## src/abt_pkg.sv

```systemverilog
/*
  abt_pkg: shared constants for the asynchronous backplane bus master
  (processor end). Holds field positions, widths, vectors, codes and
  deskew timing counts. Assumes a 125 MHz mclk.
*/
package abt_pkg;
  // clock period in picoseconds
  localparam int CLK_PERIOD_PS = 8000;
  // address and data widths on the multiplexed lines
  localparam int ADDR_W = 18;
  localparam int DATA_W = 16;
  // status word bit that masks interrupts
  localparam int PSW_PRIO_BIT = 7;
  // vector for the external event request (100 octal)
  localparam logic [15:0] EVENT_VECTOR = 16'h0040;
  // deskew: data settle before strobe, and read data after reply
  localparam int DESKEW_OUT_NS = 150;
  localparam int DESKEW_IN_NS = 200;
  // least times round up to whole cycles, never below one
  localparam int DESKEW_OUT_CYC = ((DESKEW_OUT_NS * 1000 + CLK_PERIOD_PS - 1) / CLK_PERIOD_PS) < 1 ? 1 :
    ((DESKEW_OUT_NS * 1000 + CLK_PERIOD_PS - 1) / CLK_PERIOD_PS);
  localparam int DESKEW_IN_CYC = ((DESKEW_IN_NS * 1000 + CLK_PERIOD_PS - 1) / CLK_PERIOD_PS) < 1 ? 1 :
    ((DESKEW_IN_NS * 1000 + CLK_PERIOD_PS - 1) / CLK_PERIOD_PS);
  // counter width for the deskew timer
  localparam int CNT_W = 8;
  // request fifo depth and word layout: {kind[1:0], addr, data}
  localparam int FIFO_DEPTH = 8;
  localparam int REQ_W = 2 + ADDR_W + DATA_W;
  // request kinds
  localparam logic [1:0] KIND_READ = 2'h0;
  localparam logic [1:0] KIND_WORD_WRITE = 2'h1;
  localparam logic [1:0] KIND_BYTE_WRITE = 2'h2;
  // response codes to the user
  localparam logic [1:0] RSP_READ = 2'h0;
  localparam logic [1:0] RSP_WRITE = 2'h1;
  localparam logic [1:0] RSP_VECTOR = 2'h2;
  localparam logic [1:0] RSP_EVENT = 2'h3;
endpackage

```

## src/abt_master.sv

```systemverilog
/*
  abt_master: processor end of an asynchronous multiplexed backplane
  bus. Runs queued read, word-write and byte-write transfers with sync,
  data strobes and write/byte qualifier, deskews strobes and read data,
  and services level-4/level-7 interrupts through the acknowledge chain
  and external events by internal vector. Assumes all inputs are already synchronous to
  mclk; bus lines appear as active-high levels, open-drain pins split
  into input/output/enable, the wired level formed outside.
*/
`timescale 1ns/10ps
// Operation
// - event request with status bit clear vectors
// - data-out strobe means write data valid
// - data-out strobe only after data settles
// - data-in strobe within sync requests input
// - data-in without sync is acknowledge cycle
// - read data sampled after reply plus deskew
// - sync held with address whole transfer
// - write/byte at sync marks write sequence
// - write/byte during strobe selects byte write
// - status bit clear lets level-4 acknowledged
// - separate level-7 request line exists
// - processor drives acknowledge out to chain
module abt_master
  import abt_pkg::*;
#(
  parameter int OUT_DESKEW = DESKEW_OUT_CYC,
  parameter int IN_DESKEW = DESKEW_IN_CYC,
  parameter int QDEPTH = FIFO_DEPTH
) (
  // clock and reset
  input wire logic mclk,
  input wire logic rst,
  // user request stream
  input wire logic req_valid,
  output logic req_ready,
  input wire logic [1:0] req_kind,
  input wire logic [ADDR_W-1:0] req_addr,
  input wire logic [DATA_W-1:0] req_wdata,
  // user response
  output logic rsp_valid,
  output logic [1:0] rsp_code,
  output logic [DATA_W-1:0] rsp_data,
  // processor status word
  input wire logic [15:0] processor_status_word,
  // data/address lines, open drain
  input wire logic [ADDR_W-1:0] data_address_lines_in,
  output logic [ADDR_W-1:0] data_address_lines_out,
  output logic data_address_lines_oe,
  // transfer strobes
  output logic transfer_sync,
  output logic data_in_strobe,
  output logic data_out_strobe,
  output logic write_byte_select,
  input wire logic slave_reply,
  // interrupts
  input wire logic irq_level_four,
  input wire logic irq_level_seven,
  input wire logic external_event_request,
  output logic int_ack_out,
  // dma arbitration
  input wire logic dma_mastership_request,
  output logic dma_grant_out,
  input wire logic dma_select_ack,
  // bus initialize
  output logic bus_initialize
);

  // refuse parameters the timer cannot hold
  initial begin
    if (OUT_DESKEW < 1 || OUT_DESKEW >= (1 << CNT_W) || IN_DESKEW < 1 || IN_DESKEW >= (1 << CNT_W)) begin
      $error("abt_master deskew counts out of range");
    end
  end

  // one-hot transfer states
  typedef enum logic [9:0] {
    ST_IDLE = 10'h001,
    ST_ADDR = 10'h002,
    ST_SETTLE = 10'h004,
    ST_STROBE = 10'h008,
    ST_DESKEW = 10'h010,
    ST_END = 10'h020,
    ST_IAK = 10'h040,
    ST_IAK_DESKEW = 10'h080,
    ST_DMA = 10'h100,
    ST_EVENT = 10'h200
  } abt_state_e;

  abt_state_e state_r; // transfer state
  abt_state_e state_nxt; // next transfer state
  logic [CNT_W-1:0] cnt_r; // deskew timer
  logic [REQ_W-1:0] cur_r; // request in flight
  logic [REQ_W-1:0] q_data; // fifo head
  logic q_valid; // fifo has a request
  logic q_take; // pop fifo head
  logic irq_ok; // interrupts unmasked
  logic irq_pend; // some device interrupt waits
  logic event_seen_r; // previous event level
  logic event_pend_r; // event waiting for service
  logic is_write; // in-flight request writes
  logic is_byte; // in-flight request is a byte write
  logic [1:0] cur_kind; // kind field of in-flight request

  // request queue between user and bus sequencer
  abt_fifo #(
    .WIDTH(REQ_W),
    .DEPTH(QDEPTH)
  ) u_req_fifo (
    .mclk(mclk),
    .rst(rst),
    .in_valid(req_valid),
    .in_ready(req_ready),
    .in_data({req_kind, req_addr, req_wdata}),
    .out_valid(q_valid),
    .out_ready(q_take),
    .out_data(q_data)
  );

  // decode of the in-flight request
  assign cur_kind = cur_r[REQ_W-1 -: 2];
  assign is_write = (cur_kind == KIND_WORD_WRITE) || (cur_kind == KIND_BYTE_WRITE);
  assign is_byte = (cur_kind == KIND_BYTE_WRITE);
  // priority mask from the status word
  assign irq_ok = !processor_status_word[PSW_PRIO_BIT];
  // level 7 and level 4 lines both raise service; is the device's job
  assign irq_pend = irq_ok && (irq_level_seven || irq_level_four);
  // take a queued request only from idle with no interrupt or dma waiting
  assign q_take = (state_r == ST_IDLE) && q_valid && !irq_pend && !(event_pend_r && irq_ok)
    && !dma_mastership_request;

  // event request is edge-caught so a held line vectors once
  always_ff @(posedge mclk or posedge rst) begin
    if (rst) begin
      event_seen_r <= 1'b0;
      event_pend_r <= 1'b0;
    end else begin
      event_seen_r <= external_event_request;
      // a new edge wins over the clear in the same cycle
      if (external_event_request && !event_seen_r) begin
        event_pend_r <= 1'b1;
      end else if (state_r == ST_EVENT) begin
        event_pend_r <= 1'b0;
      end
    end
  end

  // next state; interrupts take priority over dma, dma over queued work
  always_comb begin
    state_nxt = state_r;
    unique case (state_r)
      ST_IDLE: begin
        if (irq_pend) begin
          state_nxt = ST_IAK;
        end else if (event_pend_r && irq_ok) begin
          state_nxt = ST_EVENT;
        end else if (dma_mastership_request) begin
          state_nxt = ST_DMA;
        end else if (q_valid) begin
          state_nxt = ST_ADDR;
        end
      end
      // address out, sync rises next
      ST_ADDR: state_nxt = ST_SETTLE;
      // data settles before the strobe
      ST_SETTLE: begin
        if (cnt_r == '0) begin
          state_nxt = ST_STROBE;
        end
      end
      // wait for the slave reply
      ST_STROBE: begin
        if (slave_reply) begin
          state_nxt = is_write ? ST_END : ST_DESKEW;
        end
      end
      // let read data settle behind reply
      ST_DESKEW: begin
        if (cnt_r == '0) begin
          state_nxt = ST_END;
        end
      end
      // drop strobe, then sync once reply goes
      ST_END: begin
        if (!slave_reply) begin
          state_nxt = ST_IDLE;
        end
      end
      // acknowledge cycle waits for vector reply
      ST_IAK: begin
        if (slave_reply) begin
          state_nxt = ST_IAK_DESKEW;
        end
      end
      ST_IAK_DESKEW: begin
        if (cnt_r == '0) begin
          state_nxt = ST_END;
        end
      end
      // bus granted until the dma device lets go
      ST_DMA: begin
        if (!dma_mastership_request && !dma_select_ack) begin
          state_nxt = ST_IDLE;
        end
      end
      // internal event vector, no bus cycle
      ST_EVENT: state_nxt = ST_IDLE;
      default: state_nxt = ST_IDLE;
    endcase
  end

  // state register
  always_ff @(posedge mclk or posedge rst) begin
    if (rst) begin
      state_r <= ST_IDLE;
    end else begin
      state_r <= state_nxt;
    end
  end

  // deskew timer, loaded on entry to a timed state
  always_ff @(posedge mclk or posedge rst) begin
    if (rst) begin
      cnt_r <= '0;
    end else if (state_r == ST_ADDR) begin
      cnt_r <= CNT_W'(OUT_DESKEW);
    end else if ((state_r == ST_STROBE || state_r == ST_IAK) && slave_reply) begin
      cnt_r <= CNT_W'(IN_DESKEW - 1);
    end else if (cnt_r != '0) begin
      cnt_r <= cnt_r - 1'b1;
    end
  end

  // latch the request at the queue pop
  always_ff @(posedge mclk or posedge rst) begin
    if (rst) begin
      cur_r <= '0;
    end else if (q_take) begin
      cur_r <= q_data;
    end
  end

  // line drive: address stays through the sync edge, write data after
  always_ff @(posedge mclk or posedge rst) begin
    if (rst) begin
      data_address_lines_out <= '0;
      data_address_lines_oe <= 1'b0;
    end else if (q_take) begin
      data_address_lines_out <= q_data[DATA_W +: ADDR_W];
      data_address_lines_oe <= 1'b1;
    end else if (state_r == ST_SETTLE && is_write) begin
      data_address_lines_out <= {{(ADDR_W-DATA_W){1'b0}}, cur_r[DATA_W-1:0]};
      data_address_lines_oe <= 1'b1;
    end else if (state_r == ST_SETTLE) begin
      data_address_lines_oe <= 1'b0; // release for read data
    end else if (state_nxt == ST_IDLE) begin
      data_address_lines_oe <= 1'b0;
    end
  end

  // sync: raised after address is out, held until transfer end
  always_ff @(posedge mclk or posedge rst) begin
    if (rst) begin
      transfer_sync <= 1'b0;
    end else if (state_r == ST_ADDR) begin
      transfer_sync <= 1'b1;
    end else if (state_r == ST_END && !slave_reply && !int_ack_out) begin
      transfer_sync <= 1'b0;
    end
  end

  // write/byte: at sync edge for writes, again in strobe for bytes
  always_ff @(posedge mclk or posedge rst) begin
    if (rst) begin
      write_byte_select <= 1'b0;
    end else if (state_r == ST_ADDR) begin
      write_byte_select <= is_write;
    end else if (state_r == ST_SETTLE) begin
      // dropped between sync edge and strobe
      write_byte_select <= (cnt_r == '0) && is_byte;
    end else if (state_r != ST_STROBE) begin
      write_byte_select <= 1'b0;
    end
  end

  // data-out strobe only after the settle count
  always_ff @(posedge mclk or posedge rst) begin
    if (rst) begin
      data_out_strobe <= 1'b0;
    end else if (state_r == ST_SETTLE && cnt_r == '0 && is_write) begin
      data_out_strobe <= 1'b1;
    end else if (state_r == ST_STROBE && slave_reply) begin
      data_out_strobe <= 1'b0;
    end
  end

  // data-in strobe for reads with sync, or for acknowledge without
  always_ff @(posedge mclk or posedge rst) begin
    if (rst) begin
      data_in_strobe <= 1'b0;
    end else if (state_r == ST_SETTLE && cnt_r == '0 && !is_write) begin
      data_in_strobe <= 1'b1;
    end else if (state_r == ST_IDLE && irq_pend) begin
      data_in_strobe <= 1'b1;
    end else if ((state_r == ST_DESKEW || state_r == ST_IAK_DESKEW) && cnt_r == '0) begin
      data_in_strobe <= 1'b0;
    end
  end

  // acknowledge out to the nearest device, dropped with the strobe
  always_ff @(posedge mclk or posedge rst) begin
    if (rst) begin
      int_ack_out <= 1'b0;
    end else if (state_r == ST_IDLE && irq_pend) begin
      int_ack_out <= 1'b1;
    end else if (state_r == ST_IAK_DESKEW && cnt_r == '0) begin
      int_ack_out <= 1'b0;
    end
  end

  // dma grant out while in the dma state
  always_ff @(posedge mclk or posedge rst) begin
    if (rst) begin
      dma_grant_out <= 1'b0;
    end else begin
      // grant is withdrawn once the device takes the bus
      dma_grant_out <= (state_nxt == ST_DMA) && !dma_select_ack;
    end
  end

  // response: read data or vector sampled at deskew end, writes at reply
  always_ff @(posedge mclk or posedge rst) begin
    if (rst) begin
      rsp_valid <= 1'b0;
      rsp_code <= RSP_READ;
      rsp_data <= '0;
    end else begin
      rsp_valid <= 1'b0;
      if (state_r == ST_DESKEW && cnt_r == '0) begin
        rsp_valid <= 1'b1;
        rsp_code <= RSP_READ;
        rsp_data <= data_address_lines_in[DATA_W-1:0];
      end else if (state_r == ST_IAK_DESKEW && cnt_r == '0) begin
        rsp_valid <= 1'b1;
        rsp_code <= RSP_VECTOR;
        rsp_data <= data_address_lines_in[DATA_W-1:0];
      end else if (state_r == ST_STROBE && slave_reply && is_write) begin
        rsp_valid <= 1'b1;
        rsp_code <= RSP_WRITE;
        rsp_data <= cur_r[DATA_W-1:0];
      end else if (state_r == ST_EVENT) begin
        rsp_valid <= 1'b1;
        rsp_code <= RSP_EVENT;
        rsp_data <= EVENT_VECTOR;
      end
    end
  end

  // bus initialize mirrors reset, registered
  always_ff @(posedge mclk or posedge rst) begin
    if (rst) begin
      bus_initialize <= 1'b1;
    end else begin
      bus_initialize <= 1'b0;
    end
  end
endmodule

```

## src/abt_fifo.sv

```systemverilog
/*
  abt_fifo: small synchronous fifo in flip-flops with valid/ready on
  both sides. Assumes one clock and an active-high async reset.
*/
`timescale 1ns/10ps
module abt_fifo #(
  parameter int WIDTH = 36,
  parameter int DEPTH = 8
) (
  // clock and reset
  input wire logic mclk,
  input wire logic rst,
  // fill side
  input wire logic in_valid,
  output logic in_ready,
  input wire logic [WIDTH-1:0] in_data,
  // drain side
  output logic out_valid,
  input wire logic out_ready,
  output logic [WIDTH-1:0] out_data
);
  localparam int AW = $clog2(DEPTH);

  // refuse depths the pointer logic cannot serve
  initial begin
    if (DEPTH < 2 || (1 << AW) != DEPTH) begin
      $error("abt_fifo depth must be a power of two, at least 2");
    end
  end

  logic [WIDTH-1:0] mem_r [DEPTH]; // storage words
  logic [AW:0] wr_ptr_r; // write pointer with wrap bit
  logic [AW:0] rd_ptr_r; // read pointer with wrap bit
  logic push; // word accepted
  logic pop; // word taken
  logic [AW:0] wr_ptr_nxt; // write pointer after this edge
  logic [AW:0] rd_ptr_nxt; // read pointer after this edge
  logic full_r; // registered full, so ready comes from a flop

  // ready is a flop output; full is worked out from the next pointers
  assign in_ready = !full_r;
  assign wr_ptr_nxt = push ? wr_ptr_r + 1'b1 : wr_ptr_r;
  assign rd_ptr_nxt = pop ? rd_ptr_r + 1'b1 : rd_ptr_r;
  assign out_valid = (wr_ptr_r != rd_ptr_r);
  assign out_data = mem_r[rd_ptr_r[AW-1:0]];
  assign push = in_valid && in_ready;
  assign pop = out_valid && out_ready;

  // pointer update
  always_ff @(posedge mclk or posedge rst) begin
    if (rst) begin
      wr_ptr_r <= '0;
      rd_ptr_r <= '0;
      full_r <= 1'b0;
    end else begin
      wr_ptr_r <= wr_ptr_nxt;
      rd_ptr_r <= rd_ptr_nxt;
      // full when pointers differ only in the wrap bit
      full_r <= (wr_ptr_nxt[AW] != rd_ptr_nxt[AW]) && (wr_ptr_nxt[AW-1:0] == rd_ptr_nxt[AW-1:0]);
    end
  end

  // storage write; no reset needed for data
  always_ff @(posedge mclk) begin
    if (push) begin
      mem_r[wr_ptr_r[AW-1:0]] <= in_data;
    end
  end
endmodule

```

## config.mk

```make
export PLATFORM = sky130hd
export DESIGN_NAME = abt_master
export DESIGN_NICKNAME = d
export VERILOG_FILES = /design/src/abt_pkg.sv /design/src/abt_master.sv /design/src/abt_fifo.sv
export SDC_FILE = /design/constraint.sdc
export NUM_CORES = 1
export LEC_CHECK = 0
export BUFFER_PORTS_ARGS = -buffer_cell sky130_fd_sc_hd__buf_2
export CORE_ASPECT_RATIO = 1.75
export CORE_MARGIN = 4
export CORE_UTILIZATION = 29
export DETAILED_ROUTE_END_ITERATION = 10
export PLACE_DENSITY = 0.49
export SYNTH_ARGS = -nofsm -noshare
export SYNTH_HDL_FRONTEND = slang
export SYNTH_SLANG_ARGS = --single-unit
export TNS_END_PERCENT = 20
```

## constraint.sdc

```tcl
create_clock -name mclk -period 13 [get_ports mclk]
set_clock_uncertainty 0.1 [all_clocks]
set_input_delay 1.95 -clock mclk [delete_from_list [all_inputs] [get_ports mclk]]
set_output_delay 1.95 -clock mclk [all_outputs]
set_load 0.02 [all_outputs]
```

=== Yosys cells after proc, flatten, opt, wreduce, memory -nomap -nowiden ===
Memory sizes are Yosys's and may differ from the RTL's.
Index checks and enable logic that the tools add are counted.

* Register bits: 110
* Bits in writable memories: 288
* Input port bits: 79
* Output and inout bits: 46
* Word-level logic and storage cells: 146
* Memories: 1

* Add/sub/neg operators: 3
* Equality and inequality tests: 18
* Multiplexer cells: 51
* Reductions and logical operators: 53

{| class="wikitable"
|+ Memory list
! name !! words !! bits a word !! rd ports !! clocked after Yosys merged registers in !! wr ports !! line !! text
|-
| u_req_fifo.mem_r || 8 || 36 || 1 || 0 || 1 || abt_fifo.sv:31 || <nowiki>logic [WIDTH-1:0] mem_r [DEPTH];</nowiki>
|}

{| class="wikitable"
|+ Operators with widths
! cell !! count
|-
| 2-to-1 mux 10 bit || 10
|-
| case mux 10 bit (8 select lines) || 1
|-
| 2-to-1 mux 16 bit || 4
|-
| 2-to-1 mux 18 bit || 2
|-
| logical AND 1 bit || 26
|-
| 2-to-1 mux 1 bit || 24
|-
| 2-to-1 mux 8 bit || 3
|-
| == test 10 x 1 -> 1 bit (second input constant) || 2
|-
| == test 10 x 9 -> 1 bit (second input constant) || 2
|-
| == test 10 bit (second input constant) || 1
|-
| == test 10 x 2 -> 1 bit (second input constant) || 1
|-
| == test 10 x 3 -> 1 bit (second input constant) || 1
|-
| == test 10 x 4 -> 1 bit (second input constant) || 1
|-
| == test 10 x 5 -> 1 bit (second input constant) || 1
|-
| == test 10 x 6 -> 1 bit (second input constant) || 1
|-
| == test 10 x 7 -> 1 bit (second input constant) || 1
|-
| == test 10 x 8 -> 1 bit (second input constant) || 1
|-
| zero test 1 bit || 10
|-
| != test 10 x 4 -> 1 bit (second input constant) || 1
|-
| nonzero test 2 bit || 5
|-
| nonzero test 3 bit || 3
|-
| adder 4 x 1 -> 4 bit (second input constant) || 2
|-
| zero test 8 bit || 1
|-
| 2-to-1 mux 2 bit || 4
|-
| 12 further kinds || 17
|}

=== Longest topological paths before layout ===
* Word-level depth: 11
* Depth in mapped cells: 9
* Gate-level depth less buffers: 8

=== Hierarchy ===
Synthesis repeated with hierarchy kept, for this count alone.

* Cells, all modules: 833
* Area total of the unflattened synthesis: 15267.1 µm²

{| class="wikitable"
|+ By module, submodules not included
! module !! instances !! cells an instance !! area each (µm²) !! seq. area each (µm²)
|-
| abt_fifo || 1 || 471 || 11322.1 || 8873.5
|-
| abt_master || 1 || 362 || 3945.0 || 2079.5
|}

=== Least setup slack after synthesis ===
OpenSTA, ideal clock, no wires.

* Path type: in2reg
* Start point: in req_valid
* End point: mem u_req_fifo.mem_r[0][0], enable pin
* Library setup time: 519 ps
* Arrival: 5630 ps
* Path slack: 6750 ps
* Cell stages on the path: 3
* Path buffers: 1
* Path through: nand2b_1 > clkbuf_1 > nor4_1

* Word-level cells in the longest chain between the ends: 3

{| class="wikitable"
|+ Ends and longest elaborated chain
! item !! line !! text
|-
| start: declaration || abt_master.sv:35 || <nowiki>input wire logic req_valid,</nowiki>
|-
| logical AND 1 bit || abt_fifo.sv:46 || <nowiki>assign push = in_valid && in_ready;</nowiki>
|-
| 2-to-1 mux 1 bit || abt_fifo.sv:65 || <nowiki>if (push) begin</nowiki>
|-
| 2-to-1 mux 1 bit (not written as such) || abt_fifo.sv:66 || <nowiki>mem_r[wr_ptr_r[AW-1:0]] <= in_data;</nowiki>
|-
| end: declaration || abt_fifo.sv:31 ||
|}

Every way passes these cells.

=== Worst setup path after layout ===
* Start point: in irq_level_four
* End point: reg data_address_lines_out[11]

* Word-level cells in the longest chain between the ends: 7
* Elaborated cells between the ends (all ways): 8
* Those cells by class: 1 x mux; 7 x reduce/logical

{| class="wikitable"
|+ Ends and longest elaborated chain
! item !! line !! text
|-
| start: declaration || abt_master.sv:57 || <nowiki>input wire logic irq_level_four,</nowiki>
|-
| logical OR 1 bit * || abt_master.sv:127 || <nowiki>assign irq_pend = irq_ok && (irq_level_seven || irq_level_four);</nowiki>
|-
| logical AND 1 bit * || abt_master.sv:127 ||
|-
| zero test 1 bit * || abt_master.sv:129 || <nowiki>assign q_take = (state_r == ST_IDLE) && q_valid && !irq_pend && !(event_pend_r && irq_ok)</nowiki>
|-
| logical AND 1 bit * (2 in a row) || abt_master.sv:129 ||
|-
| logical AND 1 bit * || abt_master.sv:130 || <nowiki>&& !dma_mastership_request;</nowiki>
|-
| 2-to-1 mux 18 bit or nonzero test 2 bit (tied branches) || - ||
|-
| end signal: assignment || abt_master.sv:249 || <nowiki>data_address_lines_out <= q_data[DATA_W +: ADDR_W];</nowiki>
|-
| end signal: assignment || abt_master.sv:252 || <nowiki>data_address_lines_out <= {{(ADDR_W-DATA_W){1'b0}}, cur_r[DATA_W-1:0]};</nowiki>
|-
| end: declaration || abt_master.sv:48 || <nowiki>output logic [ADDR_W-1:0] data_address_lines_out,</nowiki>
|}

Every way passes the cells marked *; elsewhere a longest branch is shown, timed or not.
A chain may end at the register's enable or synchronous reset.

==> results.cfg <==
[clock_tree]
cts.repair_timing.setup_buffer_count = 0
clock_h_tree_levels = 2
numClockSinks = 380
clk_pin_slew_ns = 0.07
cts_inserted_buffers = 35
holdBufCountCts = 0
post_cts_resized = 0
clock_path_buffers = 3
cts_tree = built
clk-insertion-delay-late_ns = 0.53
clockRootBuffer = sky130_fd_sc_hd__clkbuf_16

[synth]
number_of_enable_type_register_cells_in_the_synthesized_netlist = 288
netlist_area_before_placement_sq_um = 15100
post_synth_num_cell_types = 59
synth_seq_cells = 380
synth.avg_cell_area_sq_um = 18.3
synthesis.nets = 906
synth-main-ff-cell = sky130_fd_sc_hd__edfxtp_1
syn-instance-count = 823
yosysSeqAreaShare = 0.726
synth_warnings = 0
async_flop_share = 0.242

[route]
met3_length_microns = 1910
dr.max_layer_used = met5
first_pass_iters = 5
vias_per_cell = 4.76
drt-wirelength-per-cell_microns = 22.2
ant_nets = 0
met2_wirelength_microns = 19100
routedLengthMet1_microns = 14600
detail_route.drc_violations = 0
drt-initial-drc-count = 603
wl_microns = 36500
dr_total_vias = 7821

[worst_hold_path]
hold-path-endpoint = event_pend_r
holdCritStartpoint = event_seen_r
min_path_cells = 1
class_of_the_most_critical_hold_timing_path = reg2reg

[global_route]
grt_start_max_net_pins = 58
grt.overflow.total = 0
grt.total_usage = 0.129
via_count_of_the_first_global_routing_pass = 8269
grt_antenna_before_repair = 11
grt_first_pass_wirelength_microns = 54400

[die]
floorplan.rows = 110
die_height_microns = 310
placeableCoreArea_sq_um = 51500
die_area_sq_um = 55900
initial_core_util = 0.293
width_of_the_chip_microns = 180
ioPinCount = 125

[worst_setup_path]
r2r-start = cnt_r[0]
crit_path_max_fanout = 57
reg2reg_setup_slack_ns = 9.64
worstSetupStartpointType = input pin
cp_data_arrival_time_ns = 4.21
critical_path_sink_type = flop
timing.setup.critical_path_class = in2reg
cp.required_ns = 13.37
worst_r2r_endpoint = rsp_data[1]
timing.reg2reg.worst_path_depth = 9

[timing]
post-route-worst-setup-slack_ns = 9.17
number_of_hold_slack_violations_in_the_final_timing_report = 0
slew_viol_final = 0
fmaxAchievable_mhz = 261
timing.max_slew.rel_slack = 0.253
worstMarginPinSlew_ns = 1.12
grt_setup_unrepaired = false
period_minus_slack_ns = 3.83
setup_failing_eps_final = 0
setup_tns_ns = 0
timing.final.crit_share = 0.295

[placed_design]
io_buffer_count = 107
dp_worst_setup_slack_ns = 8.62
dpl.cell_count = 1577
hpwl_after_dpl_microns = 22300
gpl_congestion = 0.739

[finish]
drive_above_1_share = 0.303
final-instance-count-excl-fill = 1644
net_count_of_the_finished_layout = 1025
final_core_util = 0.341
area_delta_synth_final_pct = 16.4

[power_and_ir_drop]
static-leakage-power_nw = 6.38
power_per_cell_area_nw_per_um2 = 217
ir_drop_v = 0.0000872
finalPower_w = 0.00381

[outcome]
outcome = finished clean

[flow_run]
max_cap_viol_count = 0
final cells by class:
cell class,count,area (sq um)
Antenna cell,3,7.51
Clock buffer,42,945
Clock inverter,22,183
Fill cell,4947,33900
Inverter,29,111
Multi-Input combinational cell,370,3830
Sequential cell,380,11000
Tap cell,672,841
Timing Repair Buffer,126,678
sequential cells by signal, summed over array words and instances, names as in the netlist, 2 cells and up:
name / count
u_req_fifo.wr_ptr_r: 4
u_req_fifo.mem_r: 288
u_req_fifo.rd_ptr_r: 4
data_address_lines_out: 18
state_r: 10
cnt_r: 8
rsp_code: 2
rsp_data: 16
cur_r: 18
synth_stat cells, drive strengths merged (2+ instances only):
cell type / n / area [sq um]
nand3b: 2 / 15.0
o2111ai: 2 / 35.0
a211o: 3 / 26.3
nor2: 40 / 163
nand2: 32 / 120
a211oi: 16 / 175
o211ai: 3 / 22.5
xor2: 8 / 70.1
dfrtp: 90 / 2250
clkbuf: 15 / 56.3
nand2b: 3 / 18.8
o22ai: 3 / 18.8
o31ai: 5 / 37.5
a21o: 16 / 120
nand3: 7 / 35.0
mux2i: 37 / 370
a21oi: 21 / 105
nor4b: 2 / 17.5
nor2b: 3 / 18.8
or3: 4 / 25.0
mux4: 72 / 1620
dfstp: 2 / 52.6
nor4: 5 / 58.8
xnor2: 12 / 105
or4b: 2 / 20.0
nand4: 3 / 18.8
o21ai: 14 / 70.1
a222oi: 15 / 150
nand4b: 4 / 50.1
or3b: 2 / 17.5
nor3b: 2 / 20.0
edfxtp: 288 / 8650
ha: 4 / 50.1
buf: 29 / 186
nor3: 18 / 113
inv: 29 / 109
logic make-up after synthesis:
kind of cell	count (synthesis)	synth area share
AO/OA/AOI/OAI	103	0.0537
XOR/XNOR	20	0.0116
adder cells (fa/ha/maj)	4	0.00332
buffers and inverters	73	0.0233
flip-flops	380	0.726
multiplexers	110	0.133
other	1	0.000249
AND/OR/NAND/NOR	132	0.0490
worst max-delay path by stage:
stage	slack, ns	startpoint	endpoint
after global routing	8.95	irq_level_four	data_address_lines_out[13]
final	9.17	irq_level_four	data_address_lines_out[11]
after floorplan	6.75	req_valid	u_req_fifo.mem_r[0][0]
after CTS	9.18	irq_level_four	data_address_lines_out[12]
after detailed placement	8.62	irq_level_four	data_address_lines_out[12]
after global placement	8.64	irq_level_four	data_address_lines_out[12]
layer usage:
| layer | track usage | up-vias |
|---|---|---|
| met3 | 0.0253 | 60 |
| met4 | 0.0378 | 10 |
| met5 | 0 | - |
| li1 | - | 3504 |
| met1 | 0.157 | 4056 |
| met2 | 0.233 | 191 |
report_power, final:
group,internal (W),leakage (nW),total (W),switching (W)
Combinational,0.000465,2.09,0.00111,0.000650
Clock,0.000565,0.552,0.00102,0.000453
Sequential,0.00154,3.74,0.00167,0.000131
Total,0.00257,6.38,0.00381,0.00123
critical path: stages:
cell and delay [ns]:
sky130_fd_sc_hd__buf_2 0.12, sky130_fd_sc_hd__nor3_1 0.32, sky130_fd_sc_hd__o2111ai_4 0.19, sky130_fd_sc_hd__nor3_4 0.21
sky130_fd_sc_hd__buf_4 0.60, sky130_fd_sc_hd__nor2_4 0.36, sky130_fd_sc_hd__a211oi_1 0.29, sky130_fd_sc_hd__a21o_1 0.11
through the flow:
stage,hold WS (ns),area [sq um]
finish,0.350,17600
global route,0.388,17600
global placement,0.312,16400
detailed placement,0.335,16400
floorplan,0.300,15100
CTS,0.358,17600
cell usage in the layout, fill, tap and decap left out, drive strengths merged, types with 8 or more instances in the layout:
| cell | n |
|---|---|
| a21o | 16 |
| clkbuf | 42 |
| clkinv | 15 |
| o21ai | 14 |
| edfxtp | 288 |
| nand2 | 32 |
| mux2i | 37 |
| xnor2 | 12 |
| mux4 | 72 |
| xor2 | 8 |
| a21oi | 21 |
| dfrtp | 90 |
| nor2 | 40 |
| a222oi | 15 |
| nor3 | 18 |
| inv | 31 |
| a211oi | 16 |
| buf | 126 |
(Power assumes the default switching activity.)
